===== config.mk =====
export PLATFORM = sky130hd
export DESIGN_NAME = mrdc_ctrl
export DESIGN_NICKNAME = d
export VERILOG_FILES = /design/src/common/mrdc_pkg.sv /design/src/design/mrdc_fifo.sv /design/src/design/mrdc_ctrl.sv
export SDC_FILE = /design/constraint.sdc
export NUM_CORES = 2
export LEC_CHECK = 0
export ABC_AREA = 0
export BUFFER_PORTS_ARGS = -buffer_cell sky130_fd_sc_hd__buf_2
export CAP_MARGIN = 10
export CORE_ASPECT_RATIO = 0.75
export CORE_MARGIN = 2
export CORE_UTILIZATION = 65
export DETAILED_ROUTE_END_ITERATION = 8
export PLACE_DENSITY = 0.91
export SLEW_MARGIN = 20
export SYNTH_ARGS = -nofsm -noshare
export SYNTH_HDL_FRONTEND = slang
export SYNTH_SLANG_ARGS = --single-unit

===== constraint.sdc =====
create_clock -name clk -period 41.2 [get_ports clk]
set_input_delay 2.06 -clock clk [delete_from_list [all_inputs] [get_ports clk]]
set_output_delay 2.06 -clock clk [all_outputs]
set_load 0.02 [all_outputs]

===== src/common/mrdc_pkg.sv =====
// Shared constants, types and helpers for the modem route and dial control.
// Assumes one 250 MHz clock and messages already framed by a port parser.
`default_nettype none

package mrdc_pkg;

  // ************************************************************
  // Route and register map
  // ************************************************************
  localparam int ROUTE_MAX = 8;
  localparam logic [3:0] ROUTE_MIN_LEN = 4'h2;
  localparam logic [3:0] ROUTE_MAX_LEN = 4'h8;
  localparam logic [7:0] DROP_SELF = 8'hC9;
  localparam int REG_IDX_W = 5;
  localparam int NUM_REGS = 32;
  localparam logic [4:0] REG_CMD = 5'h01;
  localparam logic [4:0] REG_STATUS = 5'h02;
  localparam logic [4:0] REG_PTR = 5'h05;
  localparam int CMD_CONNECT_BIT = 1;
  localparam int STS_CARRIER_BIT = 1;
  localparam logic [15:0] REG_RESET = 16'h0000;
  localparam logic [7:0] DIAL_END = 8'h00;
  localparam int FWD_FIFO_DEPTH = 16;

  // ************************************************************
  // Types
  // ************************************************************
  typedef struct packed {
    logic [3:0] route_len;
    logic [ROUTE_MAX-1:0][7:0] drops;
    logic is_write;
    logic [REG_IDX_W-1:0] reg_idx;
    logic [15:0] data;
  } mrdc_msg_t;

  typedef enum logic [3:0] {
    MRDC_IDLE = 4'b0001,
    MRDC_DIAL = 4'b0010,
    MRDC_WAIT = 4'b0100,
    MRDC_ONLINE = 4'b1000
  } mrdc_state_t;

  // ************************************************************
  // Helpers
  // ************************************************************
  // Route length inside the legal window
  function automatic logic route_len_ok(input mrdc_msg_t m);
    return (m.route_len >= ROUTE_MIN_LEN) && (m.route_len <= ROUTE_MAX_LEN);
  endfunction : route_len_ok

  // Final drop of the route; caller checks the length first
  function automatic logic [7:0] last_drop(input mrdc_msg_t m);
    logic [3:0] pos;
    pos = m.route_len - 4'h1;
    return m.drops[pos[2:0]];
  endfunction : last_drop

endpackage : mrdc_pkg

`default_nettype wire


===== src/design/mrdc_fifo.sv =====
// Synchronous FIFO with valid/ready on both sides.
// Assumes a single clock and an asynchronous active-high reset.
`default_nettype none

module mrdc_fifo
  import mrdc_pkg::*;
#(
  parameter int WIDTH = 8,
  parameter int DEPTH = FWD_FIFO_DEPTH
) (
  input wire logic clk,
  input wire logic rst,
  input wire logic [WIDTH-1:0] in_data,
  input wire logic in_valid,
  output logic in_ready,
  output logic [WIDTH-1:0] out_data,
  output logic out_valid,
  input wire logic out_ready
);

  localparam int AW = $clog2(DEPTH);

  // ************************************************************
  // Storage and pointers
  // ************************************************************
  // Power-of-two depth keeps pointer wrap free of compare logic
  if (DEPTH < 2 || (1 << AW) != DEPTH || WIDTH < 1) begin : g_bad_size
    $error("mrdc_fifo: DEPTH must be a power of two >= 2");
  end

  logic [WIDTH-1:0] mem_r [DEPTH];
  logic [AW-1:0] wptr_r;
  logic [AW-1:0] rptr_r;
  logic [AW:0] count_r;

  wire push = in_valid && in_ready;
  wire pop = out_valid && out_ready;

  // Honest full and empty from the occupancy count
  assign in_ready = (count_r != (AW+1)'(DEPTH));
  assign out_valid = (count_r != '0);
  assign out_data = mem_r[rptr_r];

  // Write side
  always_ff @(posedge clk) begin
    if (push) begin
      mem_r[wptr_r] <= in_data;
    end
  end

  // Pointer and count update
  always_ff @(posedge clk or posedge rst) begin
    if (rst) begin
      wptr_r <= '0;
      rptr_r <= '0;
      count_r <= '0;
    end else begin
      if (push) wptr_r <= wptr_r + 1'b1;
      if (pop) rptr_r <= rptr_r + 1'b1;
      if (push && !pop) count_r <= count_r + 1'b1;
      else if (pop && !push) count_r <= count_r - 1'b1;
    end
  end

endmodule : mrdc_fifo

`default_nettype wire


===== src/design/mrdc_ctrl.sv =====
// Route filter, command register and dial/hang-up sequencer of the modem.
// Assumes host messages arrive framed on this clock; switch and carrier
// inputs are asynchronous pins.
`default_nettype none

module mrdc_ctrl
  import mrdc_pkg::*;
#(
  parameter int NREGS = NUM_REGS
) (
  input wire logic clk,
  input wire logic rst,
  input wire mrdc_msg_t msg_in,
  input wire logic msg_valid,
  output logic msg_ready,
  output mrdc_msg_t fwd_msg,
  output logic fwd_valid,
  input wire logic fwd_ready,
  input wire logic cnct_sw_in,
  input wire logic hngp_sw_in,
  input wire logic carrier_in,
  output logic [7:0] dial_char,
  output logic dial_valid,
  input wire logic dial_ready,
  output logic off_hook,
  output logic carrier_led,
  output logic [15:0] status_word,
  output logic route_err
);

  // ************************************************************
  // Elaboration checks
  // ************************************************************
  // Dial index wraps at the top of the file to end a runaway number
  // A mismatched file size is refused before any logic is built
  if (NREGS != (1 << REG_IDX_W)) begin : g_bad_nregs
    $error("mrdc_ctrl: NREGS must equal 2**REG_IDX_W");
  end

  // ************************************************************
  // Pin synchronisers
  // ************************************************************
  logic [2:0] cnct_s_r;
  logic [2:0] hngp_s_r;
  logic [1:0] carr_s_r;

  // Two flops per pin, a third stage only for edge detection
  always_ff @(posedge clk or posedge rst) begin
    if (rst) begin
      cnct_s_r <= 3'h0;
      hngp_s_r <= 3'h0;
      carr_s_r <= 2'h0;
    end else begin
      cnct_s_r <= {cnct_s_r[1:0], cnct_sw_in};
      hngp_s_r <= {hngp_s_r[1:0], hngp_sw_in};
      carr_s_r <= {carr_s_r[0], carrier_in};
    end
  end

  wire cnct_edge = cnct_s_r[1] && !cnct_s_r[2];
  wire hngp_edge = hngp_s_r[1] && !hngp_s_r[2];
  wire carrier_s = carr_s_r[1];

  // ************************************************************
  // Message decode
  // ************************************************************
  mrdc_state_t state_r;
  mrdc_state_t state_nxt;
  logic [15:0] regs_r [NREGS];
  logic fifo_in_ready;

  wire online = (state_r == MRDC_ONLINE);
  wire route_ok = route_len_ok(msg_in);
  wire is_local = route_ok && (last_drop(msg_in) == DROP_SELF);
  wire fwd_push = msg_valid && route_ok && !is_local && online;
  // Forwarded traffic stalls the host only while the buffer is full
  assign msg_ready = !fwd_push || fifo_in_ready;
  wire msg_fire = msg_valid && msg_ready;

  // Status is computed, never stored, so writes to it are dropped
  wire local_wr = msg_fire && is_local && msg_in.is_write &&
                  (msg_in.reg_idx != REG_STATUS) && (msg_in.reg_idx != '0);
  wire cmd_wr = local_wr && (msg_in.reg_idx == REG_CMD);
  wire conn_old = regs_r[REG_CMD][CMD_CONNECT_BIT];
  wire conn_new = msg_in.data[CMD_CONNECT_BIT];
  wire conn_rise = cmd_wr && conn_new && !conn_old;
  wire conn_fall = cmd_wr && !conn_new && conn_old;

  // ************************************************************
  // Register file
  // ************************************************************
  // Plain storage; the command and pointer words steer the sequencer
  always_ff @(posedge clk or posedge rst) begin
    if (rst) begin
      for (int i = 0; i < NREGS; i++) regs_r[i] <= REG_RESET;
    end else if (local_wr) begin
      regs_r[msg_in.reg_idx] <= msg_in.data;
    end
  end

  wire [15:0] ptr_val = regs_r[REG_PTR];
  wire ptr_ok = (ptr_val != 16'h0000) && (ptr_val < 16'(NREGS));

  // ************************************************************
  // Dial walker
  // ************************************************************
  logic [REG_IDX_W-1:0] idx_r;
  logic half_r;
  logic [7:0] dial_char_r;
  logic dial_valid_r;

  // High byte is the first character of each stored word
  wire [15:0] cur_word = regs_r[idx_r];
  wire [7:0] cur_byte = half_r ? cur_word[7:0] : cur_word[15:8];
  wire dial_busy = (state_r == MRDC_DIAL);
  wire dial_load = dial_busy && !dial_valid_r;
  wire dial_done = dial_load && ((cur_byte == DIAL_END) || (idx_r == '0));
  wire dial_take = dial_valid_r && dial_ready;

  wire hang = conn_fall || hngp_edge;
  wire start = conn_rise || cnct_edge;

  // ************************************************************
  // Call sequencer
  // ************************************************************
  // Hang-up always outranks a dial request arriving in the same cycle
  always_comb begin
    state_nxt = state_r;
    case (state_r)
      MRDC_IDLE: begin
        if (start && !hang) begin
          state_nxt = ptr_ok ? MRDC_DIAL : MRDC_WAIT;
        end
      end
      MRDC_DIAL: begin
        if (hang) state_nxt = MRDC_IDLE;
        else if (dial_done) state_nxt = MRDC_WAIT;
      end
      MRDC_WAIT: begin
        if (hang) state_nxt = MRDC_IDLE;
        else if (carrier_s) state_nxt = MRDC_ONLINE;
      end
      MRDC_ONLINE: begin
        if (hang || !carrier_s) state_nxt = MRDC_IDLE;
      end
      default: state_nxt = MRDC_IDLE;
    endcase
  end

  // State and indicator flops
  always_ff @(posedge clk or posedge rst) begin
    if (rst) begin
      state_r <= MRDC_IDLE;
      off_hook <= 1'b0;
      carrier_led <= 1'b0;
      route_err <= 1'b0;
    end else begin
      state_r <= state_nxt;
      off_hook <= (state_nxt != MRDC_IDLE);
      carrier_led <= (state_nxt == MRDC_ONLINE);
      route_err <= msg_fire && !route_ok;
    end
  end

  // Character stepping; a hang-up abandons any character in flight
  always_ff @(posedge clk or posedge rst) begin
    if (rst) begin
      idx_r <= '0;
      half_r <= 1'b0;
      dial_char_r <= 8'h00;
      dial_valid_r <= 1'b0;
    end else if (state_r == MRDC_IDLE || hang) begin
      idx_r <= ptr_val[REG_IDX_W-1:0];
      half_r <= 1'b0;
      dial_valid_r <= 1'b0;
    end else if (dial_take) begin
      dial_valid_r <= 1'b0;
      half_r <= !half_r;
      if (half_r) idx_r <= idx_r + 1'b1;
    end else if (dial_load && !dial_done) begin
      dial_char_r <= cur_byte;
      dial_valid_r <= 1'b1;
    end
  end

  assign dial_char = dial_char_r;
  assign dial_valid = dial_valid_r;
  assign status_word = {14'h0000, carrier_led, 1'b0};

  // ************************************************************
  // Forward buffer
  // ************************************************************
  mrdc_fifo #(
    .WIDTH($bits(mrdc_msg_t)),
    .DEPTH(FWD_FIFO_DEPTH)
  ) u_fwd_fifo (
    .clk(clk),
    .rst(rst),
    .in_data(msg_in),
    .in_valid(fwd_push),
    .in_ready(fifo_in_ready),
    .out_data(fwd_msg),
    .out_valid(fwd_valid),
    .out_ready(fwd_ready)
  );
endmodule : mrdc_ctrl

`default_nettype wire


==> impl_metrics.toml <==
[cts]
clock_latency_ns = 0.84
cts_resized = 0
cts_max_level = 4
cts_buffer_depth = 3
cts_tree = "built"
path_clk_slew_ns = 0.07
cts_buffers = 175
cts.sinks = 1995
postCtsSetupRepairBufs = 0
cts_hold_buf = 0
cts_root_buffer = "clkbuf_16"

[die]
die_w_um = 409
rows = 111
dieArea_mm2 = 0.126
coreArea_mm2 = 0.122
die_h_um = 308
ios = 218
initial_core_util = 0.656

[sta]
period_share = 0.196
finalHoldViolations = 0
slew_headroom = 0.114
setup_tns_ns = 0
setup_viol = 0
period_minus_slack_ns = 8.07
grt_setup_unrepaired = "false"
max_freq_mhz = 124
hold_slack_ns = 0.356
fin_skew_ns = 0.0368
slew_viol_final = 0
worst_pin_slew_ns = 1.33

[worst_hold_path]
hold_path.startpoint = "cnct_s_r[0]"
min_to = "cnct_s_r[1]"
hold_depth = 0
hold_path.class = "flip-flop to flip-flop"

[drt]
drtIter0Drc = 8770
via_count = 46398
wl_per_cell_um = 43.6
drt-pass1-iter-count = 9
totalWireLength_mm = 254
drc = 0
ant_nets = 0
viasPerCell = 7.96

[power_and_ir_drop]
worst_ir_drop_vdd_uv = 61.3
power_density_mw_per_mm2 = 58.3
power_leakage_uw = 0.0323

[global_routing]
use_met3 = 0.133
overflow = 0
grt_usage = 0.404
busiest_layer = "met2"
use_met2 = 0.616
grt_max_degree = 178
grt_pass1_vias = 45786
antenna_found_initial = 31
grtUsageMet1 = 0.488
grt_pass1_wl_mm = 352

[finish]
nets = 4136
layout-drive-gt1-share = 0.385
area_growth_pct = 10.4

[synth]
avgSynthCellArea_um2 = 20.8
synth_area_mm2 = 0.0801
synth_seq_cells = 1995
synth_top_flop_cell = "edfxtp_1"
synth_edf_count = 1440
synth_cell_types = 84
async_reset_ff_frac = 0.278
yosys_warnings = 0
synth-seq-area-share = 0.713
syn_inst = 3848

[status]
status = "finished, final reports clean"

[worst_setup_path]
path_class = "input pin to flip-flop"
crit_buf_inv = 4
reg2reg_from = "idx_r[1]"
reg2reg_depth = 10
critPathCaptureType = "flip-flop"
crit_arrival_ns = 8.51
cp.required_ns = 41.63
worst_path_max_delay_cell = "ha_1"
rrSetupSlack_ns = 35.67
cp_max_fo = 51
critical_path.top_delay_family = "buffers and inverters"
max_stage_delay_ns = 0.87
rr_endpoint = "dial_char[0]"
cpMostUsedCell = "buf_4"
path_cells = "buf_2 -> inv_1 -> ha_1 -> or3b_2 -> o22ai_1 -> a22oi_1 -> o22ai_2 -> nor3_1 -> a21boi_1 -> nand2_1 -> nor2_4 -> buf_4 -> buf_4"
startpoint_type = "input pin"

[place]
dp.final_hpwl_mm = 130
place_congestion = 0.839
io_buffers = 202

[run]
max-cap-violations = 0
[layout by cell type, fill, tap and decap left out, drive strengths merged, types with 14 or more instances in the layout]
cell,count
mux4,546
inv,26
clkinv,73
conb,15
mux2i,88
nor3,14
a22oi,28
nand3,26
nor2,35
dfrtp,554
a21oi,29
nor2b,18
buf,278
mux2,489
diode,15
clkbuf,235
edfxtp,1440
nand2,74
o21ai,16
[kinds of logic (layout without fill, tap and decap cells)]
logic type / Yosys count / after routing / synth area share
XOR/XNOR: 17 / 17 / 0.00186
buffers and inverters: 313 / 626 / 0.0191
AND/OR/NAND/NOR: 246 / 246 / 0.0167
flip-flops: 1995 / 1995 / 0.713
AO/OA/AOI/OAI: 139 / 139 / 0.0125
adder cells (fa/ha/maj): 14 / 14 / 0.00228
multiplexers: 1123 / 1123 / 0.235
other: 1 / 30 / 0.0000468
[flip-flops by register name, summed over array words and instances (netlist names)]
signal / cells
cnct_s_r: 3
state_r: 4
hngp_s_r: 3
conn_old: 1
idx_r: 5
off_hook: 1
u_fwd_fifo.mem_r: 1440
regs_r: 495
u_fwd_fifo.rptr_r: 4
route_err: 1
dial_char: 8
ptr_val: 16
u_fwd_fifo.wptr_r: 4
carrier_led: 1
dial_valid: 1
half_r: 1
u_fwd_fifo.count_r: 5
carr_s_r: 2
[routing by layer]
metal | vias to the layer above | part of all wire | wire length (µm)
met4 | 28 | 0.10 | 26300
li1 | 15981 | - | -
met1 | 23288 | 0.30 | 76200
met5 | - | 0.00074 | 187
met3 | 1646 | 0.14 | 35900
met2 | 5455 | 0.45 | 115000
[Yosys cell counts, drive strengths merged (14+ instances only)]
| cell | n | share of area |
|---|---|---|
| mux4 | 546 | 0.15 |
| a21oi | 29 | 0.0018 |
| nand3 | 26 | 0.0017 |
| a22oi | 28 | 0.0026 |
| nor3 | 14 | 0.0010 |
| inv | 19 | 0.00089 |
| nand2 | 74 | 0.0035 |
| nor2 | 35 | 0.0017 |
| mux2 | 489 | 0.069 |
| edfxtp | 1440 | 0.54 |
| dfrtp | 554 | 0.17 |
| clkbuf | 197 | 0.0093 |
| buf | 96 | 0.0089 |
| o21ai | 16 | 0.0010 |
| mux2i | 88 | 0.011 |
| nor2b | 18 | 0.0014 |
[layout make-up]
| type | count | area (µm²) |
|---|---|---|
| Clock inverter | 93 | 928 |
| Fill cell | 6166 | 33700 |
| Sequential cell | 1995 | 57200 |
| Inverter | 20 | 82.6 |
| Tap cell | 1638 | 2050 |
| Antenna cell | 15 | 37.5 |
| Clock buffer | 235 | 4870 |
| Multi-Input combinational cell | 1554 | 21700 |
| Timing Repair Buffer | 278 | 1700 |
[power by group]
group / switching [µW] / internal (µW)
logic: 709 / 532
clock network: 790 / 916
registers: 49.9 / 2160
[metrics by stage]
stage	utilization	setup slack [ns]	power, µW	cells	cell area (µm²)
after global placement	0.675	33.59	3350	5480	82500
after CTS	0.723	33.50	5110	5810	88400
after floorplan	-	23.62	3030	3862	80200
after detailed placement	0.675	32.93	3420	5482	82600
final	0.724	33.13	5160	5828	88500
after global routing	0.724	33.05	5240	5818	88500
[worst max-delay path by stage]
| stage | endpoint | depth (start not counted) | from | slack (ns) |
|---|---|---|---|---|
| final | u_fwd_fifo.mem_r[5][42] | 13 | msg_in[86] | 33.13 |
| after floorplan | carr_s_r[0] | 1 | rst | 23.62 |
| after detailed placement | u_fwd_fifo.mem_r[12][62] | 12 | msg_in[86] | 32.93 |
| after CTS | u_fwd_fifo.mem_r[12][41] | 12 | msg_in[86] | 33.50 |
| after global routing | u_fwd_fifo.mem_r[4][42] | 13 | msg_in[86] | 33.05 |
| after global placement | u_fwd_fifo.mem_r[10][64] | 12 | msg_in[86] | 33.59 |
No activity file was read; power rests on OpenSTA's default activity.
